### src/core/isq_pkg.sv
// constants and types shared by the instruction sequencer
// Notes on behaviour
// - four phase clocks per instruction cycle
// - fetch overlaps execution of previous instruction
// - program counter changes cost two cycles
// - program counter steps by one per fetch
// - eleven-bit counter spans 2048 words
// - load counter on every transfer event
// - falling edge on interrupt pin requests
// - wake from halt waits 1024 clocks
// - oscillator output pin runs quarter rate
// - low reset pin holds sequencer reset
// - first fetch after reset from 000H
// - vectors 004H and 008H when allowed
// - met skip discards prefetch, dummy cycle
// - low byte write keeps page bits
package isq_pkg;
    localparam int          PC_W          = 11;
    localparam int          ROM_W         = 14;
    localparam int          PH_W          = 2;
    localparam logic [1:0]  PH_LAST       = 2'h3;
    localparam logic [10:0] VEC_RESET     = 11'h000;
    localparam logic [10:0] VEC_EXT       = 11'h004;
    localparam logic [10:0] VEC_TIMER     = 11'h008;
    localparam int          PAGE_LSB      = 8;
    localparam int          T_SYS_NS      = 10;
    localparam int          WAKE_STARTUP_DELAY = 1024;
    localparam int          WAKE_CYC      = WAKE_STARTUP_DELAY;
    localparam int          WAKE_W        = 11;
    localparam logic [10:0] WAKE_LAST     = 11'(WAKE_CYC - 1);

    typedef enum logic [2:0] {
        ISQ_NONE   = 3'h0,
        ISQ_JUMP   = 3'h1,
        ISQ_SKIP   = 3'h2,
        ISQ_LOW_BYTE = 3'h3,
        ISQ_RET    = 3'h4,
        ISQ_HALT   = 3'h5
    } isq_op_e;

    typedef enum logic [1:0] {
        ISQ_RUN    = 2'h0,
        ISQ_HALTED = 2'h1,
        ISQ_WAKE   = 2'h2
    } isq_state_e;

    function automatic logic [10:0] isq_inc(input logic [10:0] pc);
        return 11'(pc + 11'h001);
    endfunction
endpackage

### src/core/isq_sequencer.sv
// instruction sequencer with program counter and wake timing
`timescale 1ns/100ps
module isq_sequencer
    import isq_pkg::*;
(
    // clock and reset
    input  wire logic               clock,
    input  wire logic               sys_rst,
    input  wire logic               reset_pin_n,
    // program memory
    output logic [PC_W-1:0]         rom_addr,
    input  wire logic [ROM_W-1:0]   rom_data,
    output logic [ROM_W-1:0]        instr,
    output logic                    instr_valid,
    // execute unit requests
    input  wire logic [2:0]         exec_op,
    input  wire logic [PC_W-1:0]    exec_target,
    input  wire logic [7:0]         pc_low_byte,
    input  wire logic               call_push,
    input  wire logic               skip_met,
    // interrupts
    input  wire logic               ext_int_pin,
    input  wire logic               timer_ovf,
    input  wire logic               int_enable,
    input  wire logic               stack_full,
    output logic                    int_ack,
    output logic [PC_W-1:0]         ret_addr,
    // halt and wake
    input  wire logic               wake_event,
    output logic                    halted,
    // oscillator
    input  wire logic               rc_mode,
    output logic                    osc_out_pin,
    output logic [3:0]              phase_out
);
    ////////////////////////////////////////////////////////////////////
    logic             rst;
    logic [3:0]       phase;
    logic             cycle_end;
    logic [PC_W-1:0]  pc;
    logic [PC_W-1:0]  next_pc;
    logic             flush;
    logic             ext_prev;
    logic             ext_pend;
    logic             tmr_pend;
    logic             take_ext;
    logic             take_tmr;
    logic [WAKE_W-1:0] wake_cnt;
    isq_state_e       state;
    isq_op_e          op;

    assign rst = sys_rst | ~reset_pin_n;
    assign op  = isq_op_e'(exec_op);

    isq_phase_gen isq_phase_gen_i (
        .clock     (clock),
        .rst       (rst),
        .phase     (phase),
        .cycle_end (cycle_end)
    );

    ////////////////////////////////////////////////////////////////////
    // falling edge capture
    always_ff @(posedge clock or posedge rst) begin
        if (rst) begin
            ext_prev <= 1'b1;
        end else begin
            ext_prev <= ext_int_pin;
        end
    end

    // vector gating; request stays pending while stack full
    assign take_ext = cycle_end && state == ISQ_RUN && !flush &&
                      ext_pend && int_enable && !stack_full;
    assign take_tmr = cycle_end && state == ISQ_RUN && !flush &&
                      !take_ext && tmr_pend && int_enable && !stack_full;

    // set wins over the acknowledge clear
    always_ff @(posedge clock or posedge rst) begin
        if (rst) begin
            ext_pend <= 1'b0;
            tmr_pend <= 1'b0;
        end else begin
            ext_pend <= (ext_prev && !ext_int_pin) || (ext_pend && !take_ext);
            tmr_pend <= timer_ovf || (tmr_pend && !take_tmr);
        end
    end

    ////////////////////////////////////////////////////////////////////
    // halt and wake
    always_ff @(posedge clock or posedge rst) begin
        if (rst) begin
            state    <= ISQ_RUN;
            wake_cnt <= '0;
        end else begin
            case (state)
                ISQ_RUN: begin
                    if (cycle_end && instr_valid && op == ISQ_HALT) begin
                        state <= ISQ_HALTED;
                    end
                end
                ISQ_HALTED: begin
                    wake_cnt <= '0;
                    if (wake_event || ext_pend || tmr_pend) begin
                        state <= ISQ_WAKE;
                    end
                end
                ISQ_WAKE: begin
                    wake_cnt <= WAKE_W'(wake_cnt + 1'b1);
                    if (wake_cnt == WAKE_LAST) begin
                        state <= ISQ_RUN;
                    end
                end
                default: state <= ISQ_RUN;
            endcase
        end
    end

    ////////////////////////////////////////////////////////////////////
    // ops that redirect the fetch stream
    function automatic logic is_transfer(input isq_op_e o, input logic s);
        return o == ISQ_JUMP || o == ISQ_RET || o == ISQ_LOW_BYTE ||
               (o == ISQ_SKIP && s);
    endfunction

    always_comb begin
        next_pc = pc;
        if (take_ext) begin
            next_pc = VEC_EXT;
        end else if (take_tmr) begin
            next_pc = VEC_TIMER;
        end else if (instr_valid && !flush) begin
            case (op)
                ISQ_JUMP: next_pc = exec_target;
                ISQ_RET:  next_pc = exec_target;
                ISQ_LOW_BYTE: next_pc = {pc[PC_W-1:PAGE_LSB], pc_low_byte};
                ISQ_SKIP: next_pc = skip_met ? isq_inc(pc) : pc;
                default:  next_pc = pc;
            endcase
        end
    end

    always_ff @(posedge clock or posedge rst) begin
        if (rst) begin
            pc          <= VEC_RESET;
            flush       <= 1'b0;
            instr       <= '0;
            instr_valid <= 1'b0;
            int_ack     <= 1'b0;
            ret_addr    <= '0;
        end else begin
            int_ack <= 1'b0;
            if (cycle_end && state == ISQ_RUN) begin
                instr       <= rom_data;
                flush       <= 1'b0;
                instr_valid <= 1'b1;
                pc          <= isq_inc(next_pc);
                if (take_ext || take_tmr ||
                    (instr_valid && !flush && is_transfer(op, skip_met))) begin
                    // fetched word is stale: next cycle becomes dummy
                    flush       <= 1'b1;
                    instr_valid <= 1'b0;
                    pc          <= next_pc;
                end
                if (take_ext || take_tmr || (instr_valid && !flush &&
                    op == ISQ_JUMP && call_push)) begin
                    ret_addr <= pc;
                end
                if (take_ext || take_tmr) begin
                    int_ack <= 1'b1;
                end
            end
        end
    end

    assign rom_addr = pc;

    ////////////////////////////////////////////////////////////////////
    // quarter rate out
    always_ff @(posedge clock or posedge rst) begin
        if (rst) begin
            osc_out_pin <= 1'b0;
            phase_out   <= 4'h1;
            halted      <= 1'b0;
        end else begin
            osc_out_pin <= rc_mode & (phase[1] | phase[2]);
            phase_out   <= phase;
            halted      <= (state != ISQ_RUN);
        end
    end

    ////////////////////////////////////////////////////////////////////
    // start-up wait age; kept apart from wake_cnt so the
    // check does not lean on the counter it guards
    logic [WAKE_W-1:0] wake_age;

    always_ff @(posedge clock or posedge rst) begin
        if (rst) begin
            wake_age <= '0;
        end else if (state == ISQ_WAKE) begin
            wake_age <= WAKE_W'(wake_age + 1'b1);
        end else begin
            wake_age <= '0;
        end
    end
endmodule // isq_sequencer

### src/core/isq_phase_gen.sv
// four phase clock generator of the sequencer
`timescale 1ns/100ps
module isq_phase_gen
    import isq_pkg::*;
(
    // clock and reset
    input  wire logic        clock,
    input  wire logic        rst,
    // phase outputs
    output logic [3:0]       phase,
    output logic             cycle_end
);
    logic [1:0] count;

    always_ff @(posedge clock or posedge rst) begin
        if (rst) begin
            count <= 2'h0;
        end else begin
            count <= 2'(count + 2'h1);
        end
    end

    // one-hot phases never overlap
    always_comb begin
        phase = 4'h0;
        phase[count] = 1'b1;
        cycle_end = (count == PH_LAST);
    end
endmodule // isq_phase_gen

### config.mk
export PLATFORM = sky130hd
export DESIGN_NAME = isq_sequencer
export DESIGN_NICKNAME = d
export VERILOG_FILES = /design/src/core/isq_pkg.sv /design/src/core/isq_sequencer.sv /design/src/core/isq_phase_gen.sv
export SDC_FILE = /design/constraint.sdc
export NUM_CORES = 1
export LEC_CHECK = 0
export ABC_AREA = 1
export BUFFER_PORTS_ARGS = -buffer_cell sky130_fd_sc_hd__buf_4
export CORE_UTILIZATION = 40
export CTS_BUF_LIST = sky130_fd_sc_hd__clkbuf_2 sky130_fd_sc_hd__clkbuf_4 sky130_fd_sc_hd__clkbuf_8
export CTS_CLUSTER_DIAMETER = 100
export DETAILED_ROUTE_END_ITERATION = 10
export PLACE_DENSITY = 0.62
export SYNTH_ARGS = -nofsm -noshare
export SYNTH_HDL_FRONTEND = slang
export SYNTH_SLANG_ARGS = --single-unit
### constraint.sdc
create_clock -name clock -period 6.35 [get_ports clock]
set_clock_uncertainty 0.15 [all_clocks]
set_input_delay 0.3175 -clock clock [delete_from_list [all_inputs] [get_ports clock]]
set_output_delay 0.3175 -clock clock [all_outputs]
set_load 0.05 [all_outputs]
After elaboration in Yosys (flattened, before gate mapping)
Index checks and enable logic that the tools add are counted.
{"block": "totals", "latch_bits": 0, "romBits": 0, "reg_bits": 63, "mem_count": 0, "wordCells": 95, "output_inout_bits": 44, "mem_bits_rw": 0, "input_bits": 47}
{"block": "classes", "eq_ne": 12, "n_mux": 17, "reduce_logical": 41, "addsub": 4, "mul": 0, "shifts": 0, "magnitude_cmp": 2, "div_mod_pow": 0, "bitwise_logic": 4}
{"op": "$mux 11", "n": 5}
{"op": "$add 11x1->11 const B", "n": 3}
{"op": "$pmux 11 s3", "n": 1}
{"op": "$pmux 11 s2", "n": 1}
{"op": "$logic_and 1x1->1", "n": 20}
{"op": "$eq 11x10->1 const B", "n": 1}
{"op": "$logic_or 1x1->1", "n": 10}
{"op": "$eq 3x2->1 const B", "n": 2}
{"op": "$eq 3x3->1 const B", "n": 2}
{"op": "$mux 2", "n": 3}
{"op": "$pmux 2 s3", "n": 1}
{"op": "$logic_not 1->1", "n": 5}
{"op": "$mux 1", "n": 5}
{"op": "$eq 2x2->1 const B", "n": 2}
{"op": "$ne 2x2->1 const B", "n": 2}
{"op": "$reduce_bool 2->1", "n": 2}
{"op": "$eq 3x1->1 const B", "n": 1}
{"op": "$lt 2x3->1 const B", "n": 1}
{"op": "$reduce_and 3->1", "n": 1}
{"op": "$add 2x1->2 const B", "n": 1}
{"op": "$demux 1 s2", "n": 1}
{"op": "$eq 2x1->1 const B", "n": 1}
{"op": "$ge 2x1->1 const B", "n": 1}
{"op": "$logic_not 2->1", "n": 1}
{"op": "6 further kinds", "n": 7}

Longest topological paths before layout
Gate-level depths: netlist of run 1.
{"block": "logic_depth", "ltp_word": 15, "depth_mapped": 17, "depth_no_buf": 17}

Modules after synthesis
From an unflattened synthesis of run 1, not the netlist that was laid out.
{"block": "hier_totals", "hier_cells": 499, "hier_area_um2": 3764.9}
{"mod": "isq_sequencer", "cells_per_inst": 489, "instances": 1, "area_per_inst_um2": 3646.0}
{"mod": "isq_phase_gen", "cells_per_inst": 10, "instances": 1, "area_per_inst_um2": 118.9}

Worst setup path before layout of run 1
OpenSTA, ideal clock, no wires.
{"block": "synth_path", "path_type": "reg-to-reg", "startpoint": "register pc[1] (netlist: rom_addr[1])", "endpoint": "register pc[10] (netlist: rom_addr[10])", "arrival_time_ps": 2008, "t_required_ps": 6082, "stages_incl_launch_ff": 14, "setup_ps": 118, "synth_period_minus_slack_ps": 2276, "path_buffers": 0, "setup_slack_ps": 4074, "path_cell_list": "dfrtp_1 ha_1 nand2_1 nor2_1 xor2_1 nand2_1 nand2_1 nand2_1 nor2_4 nand2_1 nor2_1 nand3_1 nand3_1 nand2_1"}
{"block": "synth_via", "elab_chain_cells": 8}
{"item": "start: declaration", "line_no": "isq_sequencer.sv:40", "text": "logic [PC_W-1:0] pc;"}
{"item": "start signal: assignment", "line_no": "isq_sequencer.sv:157", "text": "pc <= isq_inc(next_pc);"}
{"item": "start signal: assignment", "line_no": "isq_sequencer.sv:163", "text": "pc <= next_pc;"}
{"item": "$add 11x1->11", "line_no": "isq_pkg.sv:48", "text": "return 11'(pc + 11'h001);"}
{"item": "$mux 11", "line_no": "isq_sequencer.sv:137", "text": "ISQ_SKIP: next_pc = skip_met ? isq_inc(pc) : pc;"}
{"item": "$pmux 11 s3", "line_no": "isq_sequencer.sv:133", "text": "case (op)"}
{"item": "$mux 11 (*)", "line_no": "isq_sequencer.sv:132", "text": "end else if (instr_valid && !flush) begin"}
{"item": "$mux 11 (*)", "line_no": "isq_sequencer.sv:130", "text": "end else if (take_tmr) begin"}
{"item": "$mux 11 (*)", "line_no": "isq_sequencer.sv:128", "text": "if (take_ext) begin"}
{"item": "$add 11x1->11", "line_no": "isq_pkg.sv:48"}
{"item": "$mux 11 (*)", "line_no": "isq_sequencer.sv:158", "text": "if (take_ext || take_tmr ||"}
Every way passes the cells marked *; elsewhere a longest branch is shown, timed or not.
A chain may end at the register's enable or synchronous reset.

Final worst setup path of run 1
{"block": "layout_path", "startpoint": "register state[0]", "endpoint": "register pc[6] (netlist: rom_addr[6])"}
{"block": "layout_via", "elab_chain_cells": 15}
{"item": "start: declaration", "line_no": "isq_sequencer.sv:49", "text": "isq_state_e state;"}
{"item": "start signal: assignment", "line_no": "isq_sequencer.sv:93", "text": "state <= ISQ_RUN;"}
{"item": "start signal: assignment", "line_no": "isq_sequencer.sv:99", "text": "state <= ISQ_HALTED;"}
{"item": "start signal: assignment", "line_no": "isq_sequencer.sv:105", "text": "state <= ISQ_WAKE;"}
{"item": "$logic_not 2->1 (*)", "line_no": "isq_sequencer.sv:73, isq_sequencer.sv:75, isq_sequencer.sv:153"}
{"item": "$logic_and 1x1->1 (*)", "line_no": "isq_sequencer.sv:73, isq_sequencer.sv:75, isq_sequencer.sv:153"}
{"item": "$logic_and 1x1->1", "line_no": "isq_sequencer.sv:73, isq_sequencer.sv:75"}
{"item": "$logic_and 1x1->1", "line_no": "isq_sequencer.sv:73", "text": "assign take_ext = cycle_end && state == ISQ_RUN && !flush &&"}
{"item": "$logic_and 1x1->1 (2 in series)", "line_no": "isq_sequencer.sv:74", "text": "ext_pend && int_enable && !stack_full;"}
{"item": "$logic_not 1->1", "line_no": "isq_sequencer.sv:76", "text": "!take_ext && tmr_pend && int_enable && !stack_full;"}
{"item": "$logic_and 1x1->1", "line_no": "isq_sequencer.sv:75", "text": "assign take_tmr = cycle_end && state == ISQ_RUN && !flush &&"}
{"item": "$logic_and 1x1->1 (3 in series)", "line_no": "isq_sequencer.sv:76"}
{"item": "$mux 11", "line_no": "isq_sequencer.sv:130"}
{"item": "$mux 11", "line_no": "isq_sequencer.sv:128"}
{"item": "$add 11x1->11", "line_no": "isq_pkg.sv:48"}
{"item": "$mux 11", "line_no": "isq_sequencer.sv:158"}
Marked as above.

==> results.md, run 1 <==
* Iter 0 DRT Violations at approximately 310
* Cell Area, Synth at between 3000 and 4000 um2
* Commonest non-fill, non-tap cells in the layout: 152 x nand2_1, 92 x buf_4, 61 x dfrtp_1, 54 x inv_1, 51 x nor2_1
* Dominant synthesized flop cell: dfrtp_1
* DRC at 0
* Post-DR vias/cell at 5.09
* Status: finished, final reports clean
* Chip Height at 97.3 um
* Crit-path slowest cell: dfrtp_1
* Synth Register Bits at 63
* Global-route wire length before repair at about 16000 um
* Share of layout cells above drive strength 1 at 22.9%
* Nets@finish at approximately 650
* IO buf count at 90
* Worst-Skew Late Latency at about 350 ps
* Final Slew Violations at 0
* Crit path DAT at 3030 ps
* VDD IR max at ~0.12 mV
* Actual slew at the worst max-slew pin at roughly 970 ps
* Internal power at 0.639 mW
* Number of max-cap violations at 0
* F_max at 0.334 GHz
* Cts repair resizes at 0
* Final Critical Period at around 3000 ps
* Area delta synth->final at 27.3%
* DPL Wire Length at between 7000 and 8000 um
* Post-synth top area share at a little over two fifths
* Initial Utilization at between 40% and 50%
* Worst Path Buf+Inv at 2
* Routed wire per std cell at between 10 and 15 um
* Post-synth ARST share at between 90% and 100%
* DR pass1 iterations at 7
* Commonest non-fill, non-tap cell in the layout: nand2_1
* CTS tree: yes
* Seq pwr share at 45.7%
* PwrDens at 190 nW/um2
* Clock power frac at 41.3%
* RSZ-0062 raised after global routing: no
* Die width at 97.3 um
* Setup TNS at 0 ps
* Slowest stage delay, CP at 380 ps
* Remaining Overflow, GRT at 0
* GRT Util Overall at a little over a fifth
* Routability cong. at around 0.91
* Initial antenna violation count at 0
* Class of the worst hold path: in2reg
* IO Count at 91
* CTS Buf Count at 9
* Power Total at 0.879 mW
* Switching power at roughly 0.24 mW
* Placed cell count at just under 700
* Root Driver: clkbuf_8
* CTS H-tree lvls at 3
* Sequential-to-total area share from yosys stat at between 40% and 50%
* Pin count of the biggest net entering global routing at 64
* Most used cell, CP: nand2_2
* Number of antenna-violating nets in the routed design at 0
* Slew HR at 35.3%
* N_diodes at 0
* Logic pwr share at between 10% and 20%
* Synth top area cells: dfrtp_1 42%, nand2_1 16%, nand3_1 5.8%, inv_1 5.6%, nor2_1 5.4%
* Total Routed Length at 9740 um
* Avg Cell Area, Syn at 7.33 um2
* # clock sinks at 63
* Via Count at approximately 3600
* Vias in the first global route at 3364
* Final WS setup at 3360 ps
* Worst Path Required at around 6400 ps
* Post-synth cell types at 35
* Setup Crit Path Kind: reg2reg
* Die footprint at 9470 um2
* # setup viols final at 0
* Net Sw Frac at roughly 27%
* Clock buffer depth at 2
* CP endpoint kind: flop
* CORE AREA at 8760 um2
* Crit Path Max Fanout at 24
* Post-synth EDFFs at 0
* Post-Syn Nets at 553
* Final worst-path cycle share at a little under half
* Core Rows at 34
* Hold Violations, Final at 0
* Critical-path cell list: inv_1, ha_1, nand2_2, nor2_1, nand3_1, nand2_2, inv_2, nand2_1, nor2_4, ha_1, nand2_2, nor2_4, nand3b_1, nand3_1, o21ai_0
* Area leader, netlist: dfrtp_1
* Final Non-Filler Cells at approximately 700
* LEAKAGE at 2.51 nW
* Place WS at between 3000 and 4000 ps
* Critical Path Start Type: flop
* Top cell family by delay on the critical path: simple AND/OR/NAND/NOR gates
* YS warnings at 0
* Clk slew on worst S/H paths at ~80 ps
* Cells after synthesis at 496
stage by stage:
step | cell area (um2) | hold slack, ps | util, %
3_5_place_dp | 4390 | 290 | 50.1
3_3_place_gp | 4390 | 288 | 50.1
4_1_cts | 4630 | 0.597 | 52.8
5_1_grt | 4630 | 11.0 | 52.8
2_1_floorplan | 3630 | 172 | -
6_report | 4630 | 12.3 | 52.8
final timing paths:
kind                                             from                      end  slack, ps  depth (start not counted)
worst max-delay path             state[0]$_DFFE_PP0P_  rom_addr[6]$_DFFE_PP0P_       3360                         15
max in group asynchronous                     sys_rst  rom_addr[3]$_DFFE_PP0P_       5410                          3
worst max register to register   state[0]$_DFFE_PP0P_  rom_addr[6]$_DFFE_PP0P_       3360                         15
worst min register to register  instr[12]$_DFFE_PP0P_    instr[12]$_DFFE_PP0P_        340                          2
min in group asynchronous                 reset_pin_n   phase_out[1]$_DFF_PP0_        120                          4
worst min-delay path                      rom_data[0]     instr[0]$_DFFE_PP0P_         10                          3
worst reg2reg max path, stage by stage, from the launching register on:
cell and delay [ps]:
dfrtp_1 380, inv_1 70, ha_1 250, nand2_2 380, nor2_1 130, nand3_1 150
nand2_2 150, inv_2 140, nand2_1 110, nor2_4 160, ha_1 210, nand2_2 110
nor2_4 180, nand3b_1 90, nand3_1 80, o21ai_0 100
cells in the mapped netlist (2+ instances only):
library cell	instances
ha_1	10
nor3b_1	2
nand3_1	42
nand3_2	5
nand2_2	6
nand4_1	9
nor3_1	8
inv_2	3
clkbuf_1	3
nor2_4	4
buf_6	3
o21ai_0	21
nor2_1	52
dfstp_2	2
o22ai_1	2
a31oi_1	2
buf_2	5
nand2_1	152
nor2_2	5
xor2_1	2
a21oi_1	31
inv_1	54
dfrtp_1	61
area by class of cell:
cell class | instances | area, um2
Clock buffer | 10 | 138
Clock inverter | 6 | 68.8
Fill cell | 844 | 4140
Inverter | 58 | 223
Multi-Input combinational cell | 363 | 1760
Sequential cell | 63 | 1580
Tap cell | 108 | 135
Timing Repair Buffer | 95 | 721
kinds of logic after synthesis:
group | count (synthesis) | synth area share [%]
and+or+nand+nor | 288 | 35.0
buffers and inverters | 70 | 8.26
AOI/OAI and AO/OA | 63 | 9.40
DFF | 63 | 43.4
adders and majority gates | 10 | 3.44
xor gates and xnor gates | 2 | 0.482
registers in the layout (all words and copies together) (netlist names), 2 cells and up:
register and cells:
instr 14, ret_addr 11, rom_addr 11, wake_cnt 11, phase_out 4, isq_phase_gen_i.count 2, state 2
power groups by stage:
stage | Sequential [mW] | Combinational, mW | Clock (mW)
after CTS | 0.402 | 0.114 | 0.372
after detailed placement | 0.409 | 0.111 | 0
after global placement | 0.409 | 0.111 | 0
after floorplan | 0.409 | 0.0724 | 0
final | 0.402 | 0.114 | 0.363
after global routing | 0.402 | 0.127 | 0.390
per-layer routing:
| metal | part of all wire (%) | track usage [%] | up-vias |
|---|---|---|---|
| met3 | 6.7 | 4.60 | 9 |
| li1 | - | - | 1777 |
| met1 | 46 | 29.4 | 1654 |
| met5 | 0 | 0 | - |
| met4 | 1.1 | 6.67 | 0 |
| met2 | 47 | 33.4 | 137 |
repair_timing:
item                      4_1_cts  5_1_grt
hold buffers                    3        0
hold endpoints to repair        3        0
buffers inserted                0        0
(Power assumes the default switching activity.)
==> run 2: changes to the inputs <==
Settings changed: PLACE_DENSITY 0.62 to 0.64.
Clock period 6.35 ns to 2.6 ns, I/O delays scaled along.
==> run 2 against run 1 <==
Net effect:
- combinational power rose to 2.7 times the previous value
- sequential share of layout area down 1.6 points
- final cell count grew 3.6%
- hold slack gained 40 ps
==> results.md, run 2 (same netlist as run 1, synthesis figures left out) <==
* Place WS at roughly 130 ps
* RR Startpoint: state[0]$_DFFE_PP0P_
* Worst-Skew Late Latency at roughly 350 ps
* Die width at just under 100 um
* Crit path DAT at ~2500 ps
* Commonest non-fill, non-tap cell in the layout: nand2_1
* Largest register FFs at 14
* IO buf count at 90
* Area delta synth->final at 33.7%
* F_max at a little over 0.4 GHz
* Worst Path Required at between 2000 and 3000 ps
* Root Driver: clkbuf_8
* Critical Path Start Type: flop
* N_diodes at 0
* Chip Height at 97.3 um
* Fill cells at approximately 840
* Setup Crit Path Kind: reg2reg
* Iter 0 DRT Violations at between 200 and 250
* Via Count at ~3700
* Slew HR at about a third
* DRC at 0
* Crit Path Max Fanout at 8
* Largest reg by FF count: instr
* Number of antenna-violating nets in the routed design at 0
* Power Total at ~2.1 mW
* # clock sinks at 63
* Pin count of the biggest net entering global routing at 31
* PwrDens at approximately 430 nW/um2
* Final WS setup at between 150 and 200 ps
* CTS Buf Count at 9
* R2r endpoint: rom_addr[4]$_DFFE_PP0P_
* VDD IR max at 0.231 mV
* Remaining Overflow, GRT at 0
* Core Rows at 34
* GRT Util Overall at 22.7%
* R2r worst-path depth at 15
* Actual slew at the worst max-slew pin at around 1000 ps
* Clk slew on worst S/H paths at around 70 ps
* # setup viols final at 0
* LEAKAGE at around 2.6 nW
* Post-DR vias/cell at 5.05
* Global-route wire length before repair at roughly 17000 um
* Class of the worst hold path: in2reg
* Final Critical Period at 2430 ps
* DR pass1 iterations at 5
* Clock buffer depth at 2
* Final Slew Violations at 0
* DPL Wire Length at a little under 8000 um
* Die footprint at 9470 um2
* CORE AREA at 8760 um2
* Final worst-path cycle share at 93.4%
* CP endpoint kind: flop
* CP startpoint: state[0]$_DFFE_PP0P_
* Routed wire per std cell at ~14 um
* Number of max-cap violations at 0
* Nets@finish at between 600 and 700
* Initial antenna violation count at 0
* Routability cong. at roughly 0.90
* Status: finished, final reports clean
* R2R setup slack at between 150 and 200 ps
* Share of layout cells above drive strength 1 at about a quarter
* CTS tree: yes
* Vias in the first global route at 3525
* Initial Utilization at roughly two fifths
* Post-DP Area at ~4400 um2
* CTS H-tree lvls at 3
* Post-route core utilization at between 50 and 60%
* Commonest non-fill, non-tap cells in the layout: 152 x nand2_1, 99 x buf_4, 61 x dfrtp_1, 54 x inv_1, 49 x nor2_1
* Final Cell Area at between 4000 and 5000 um2
* IO Count at 91
* Total Routed Length at a little over 10000 um
* Hold Violations, Final at 0
* Worst setup path endpoint: rom_addr[4]$_DFFE_PP0P_
[run 2: layout make-up]
type / instances / area, um2 / area share (%)
well taps: 108 / 135 / 2.78
clock buffers: 10 / 138 / 2.83
inverters: 58 / 223 / 4.58
flip-flops and latches: 63 / 1580 / 32.5
multi-input cells: 363 / 1780 / 36.6
repair buffers: 120 / 963 / 19.8
clock inverters: 6 / 45.0 / 0.927
[run 2: stage by stage]
step,setup TNS (ps),hold slack (ps),std cells
floorplan,0,-15.5,496
global route,-9.31,72.7,728
detailed placement,0,102,689
global placement,0,100,689
CTS,0,42.0,725
finish,0,51.8,728
[run 2: repair_timing]
action | 4_1_cts | 5_1_grt
hold buffers | 20 | 0
gates resized for setup | 0 | 4
endpoints found under the hold margin | 40 | 0
setup endpoints to repair | 0 | 10
buffers inserted | 0 | 3
[run 2: routing by layer]
metal | global-route usage, % | vias to the layer above | share of wire (%)
met1 | 30.9 | 1695 | 47
met2 | 36.2 | 141 | 46
met4 | 7.47 | 0 | 1.4
li1 | - | 1829 | -
met3 | 4.39 | 13 | 6.3
met5 | 0 | - | 0
[run 2: report_power, final]
part / switching [mW] / internal [mW] / leakage (nW)
logic: 0.181 / 0.126 / 1.78
clock network: 0.412 / 0.374 / 0.0849
registers: 0.000213 / 0.981 / 0.744
total: 0.593 / 1.48 / 2.61
[run 2: how the worst min path moves through the flow]
stage	from	to	slack, ps	depth (start not counted)
after detailed placement	ext_int_pin	ext_prev$_DFF_PP1_	100	1
after global placement	ext_int_pin	ext_prev$_DFF_PP1_	100	1
after floorplan	ext_int_pin	ext_prev$_DFF_PP1_	-20	0
final	wake_event	state[1]$_DFFE_PP0P_	50	4
after CTS	wake_event	state[1]$_DFFE_PP0P_	40	4
after global routing	stack_full	int_ack$_DFF_PP0_	70	4
[run 2: critical path, stage by stage, from the launching register on]
cell and delay, ps:
dfrtp_1 370, inv_1 70, ha_1 250, nand2_2 90, nor2_2 50, nand3_2 120
nand2_4 100, inv_2 110, nand2_1 110, nor2_4 150, ha_1 210, nand2_2 100
nor2_4 170, nand2_1 80, nand3_1 80, o21ai_0 80
==> run 3: changes to the inputs <==
Settings changed: RECOVER_POWER set to 100.
==> run 3 against run 2 <==
Net effect:
- clock power hardly changed
- final cell count stayed put
- first-iteration DRC count is 9.3% higher
- power is 0.13% lower
- die area stayed put
- register-to-register slack hardly changed
- hold slack hardly changed
- critical endpoint unchanged
- core utilization is 2.1 points lower
- sequential share of layout area is 1.3 points higher
- sequential power hardly changed
==> results.md, run 3 (same netlist as run 1, synthesis figures left out) <==
* Status: finished, final reports clean
* Final Critical Period at 2430 ps
* PwrDens at between 400 and 500 nW/um2
* Area delta synth->final at 28.8%
* Slowest stage delay, CP at roughly 370 ps
* Number of antenna-violating nets in the routed design at 0
* Chip Height at slightly below 100 um
* Iter 0 DRT Violations at 270
* Remaining Overflow, GRT at 0
* Switching power at about 0.6 mW
* IO buf count at 90
* Final worst-path cycle share at between 90% and 100%
* Hold Violations, Final at 0
* GRT Util Overall at 22.7%
* Via Count at 3669
* Commonest non-fill, non-tap cell in the layout: nand2_1
* IO Count at 91
* Worst-Skew Late Latency at about 350 ps
* CTS Buf Count at 9
* Internal power at 1.48 mW
* Clk slew on worst S/H paths at ~70 ps
* DRC at 0
* Fill cells at 897
* Share of layout cells above drive strength 1 at between 10% and 20%
* LEAKAGE at between 2 and 2.5 nW
* Commonest non-fill, non-tap cells in the layout: 152 x nand2_1, 61 x dfrtp_1, 54 x inv_1, 52 x buf_4, 49 x nor2_1
* # setup viols final at 0
* Seq pwr share at roughly 47%
* CTS H-tree lvls at 3
* Routed wire per std cell at 14.1 um
* Global-route wire length before repair at ~17000 um
* Crit-path slowest cell: dfrtp_1
* CORE AREA at about 9000 um2
* Class of the worst hold path: in2reg
* CP endpoint kind: flop
* Crit path DAT at around 2500 ps
* Core Rows at 34
* Final Non-Filler Cells at 728
* DPL Wire Length at 7760 um
* Routability cong. at around 0.9
* DR pass1 iterations at 5
* VDD IR max at 0.230 mV
* Logic pwr share at 14.6%
* Die footprint at roughly 9500 um2
* # clock sinks at between 60 and 70
* Initial Utilization at 41.5%
* Nets@finish at roughly 670
* Final Slew Violations at 0
* N_diodes at 0
* Number of max-cap violations at 0
* Initial antenna violation count at 0
* Worst Path Required at 2670 ps
* Power Total at between 2 and 2.5 mW
* CTS tree: yes
* Root Driver: clkbuf_8
* Critical Path Start Type: flop
* Clock buffer depth at 2
* Net Sw Frac at between 20% and 30%
* Crit Path Max Fanout at 8
* Slew HR at 7.43%
* F_max at a little over 0.4 GHz
* Setup Crit Path Kind: reg2reg
* Largest reg by FF count: instr
* Post-DR vias/cell at a little over 5
* Total Routed Length at around 10000 um
* Vias in the first global route at between 3000 and 4000
* Largest register FFs at 14
* Die width at 97.3 um
* Actual slew at the worst max-slew pin at ~1400 ps
* Pin count of the biggest net entering global routing at 31
* Clock power frac at between 30% and 40%
* Placed cell count at 689
* Critical-path cell list: inv_1, ha_1, nand2_2, nor2_2, nand3_2, nand2_4, inv_2, nand2_1, nor2_4, ha_1, nand2_2, nor2_4, nand2_1, nand3_1, o21ai_0
run 3: cell types whose count changed in the layout (fill, tap and decap cells not counted):
cell,delta
buf_4,-47
clkbuf_1,+46
buf_12,-1
clkbuf_4,+1
dlymetal6s4s_1,+1
run 3: cell type report:
cell class | instances | area [um2] | share of cell area (%)
Multi-Input combinational cell | 363 | 1780 | 38.0
Sequential cell | 63 | 1580 | 33.7
Timing Repair Buffer | 120 | 783 | 16.7
Inverter | 58 | 223 | 4.76
Clock buffer | 10 | 138 | 2.94
Tap cell | 108 | 135 | 2.89
Clock inverter | 6 | 45.0 | 0.962
run 3: through the flow:
stage	setup slack (ps)	utilization, %	hold slack, ps	cell area [um2]	setup TNS [ps]
final	165	53.4	52.1	4680	0
after global routing	-9.31	53.4	72.7	4680	-9.31
after CTS	88.0	55.0	42.0	4820	0
after detailed placement	130	50.7	102	4440	0
after global placement	202	50.7	100	4440	0
after floorplan	173	-	-15.5	3640	0
run 3: path summary, 6_finish.rpt:
check	startpoint	endpoint	slack (ps)	cells past startpoint
min	wake_event	state[1]$_DFFE_PP0P_	50	4
min in group asynchronous	reset_pin_n	ext_prev$_DFF_PP1_	310	4
min reg2reg	instr[12]$_DFFE_PP0P_	instr[12]$_DFFE_PP0P_	340	2
max	state[0]$_DFFE_PP0P_	rom_addr[4]$_DFFE_PP0P_	170	15
max in group asynchronous	sys_rst	rom_addr[4]$_DFFE_PP0P_	550	4
max reg2reg	state[0]$_DFFE_PP0P_	rom_addr[4]$_DFFE_PP0P_	170	15
run 3: timing repair:
item,in CTS,in global routing
buffers inserted,0,3
endpoints found under the hold margin,40,0
hold buffers,20,0
resized for setup,0,4
endpoints found under the setup margin,0,10
run 3: routing by layer:
layer  track usage [%]  up-vias  wire (um)
met5                 0        -          0
met3              4.39       13        621
met2              36.2      132       4670
met4              7.47        0        142
met1              30.9     1695       4850
li1                  -     1829          -
run 3: power groups by stage:
stage               registers [mW]  logic (mW)  clock network (mW)
floorplan                     1.00       0.177                   0
global placement              1.00       0.277                   0
detailed placement            1.00       0.277                   0
CTS                          0.981       0.303               0.810
global route                 0.981       0.336               0.854
finish                       0.981       0.303               0.787
run 3: worst max-delay path: cells and delay by family (launching register included):
family | cells | cell delay (ps)
AND/OR/NAND/NOR | 10 | 1070
adder cells (fa/ha/maj) | 2 | 460
flip-flops | 1 | 370
buffers and inverters | 2 | 180
AO/OA/AOI/OAI | 1 | 80
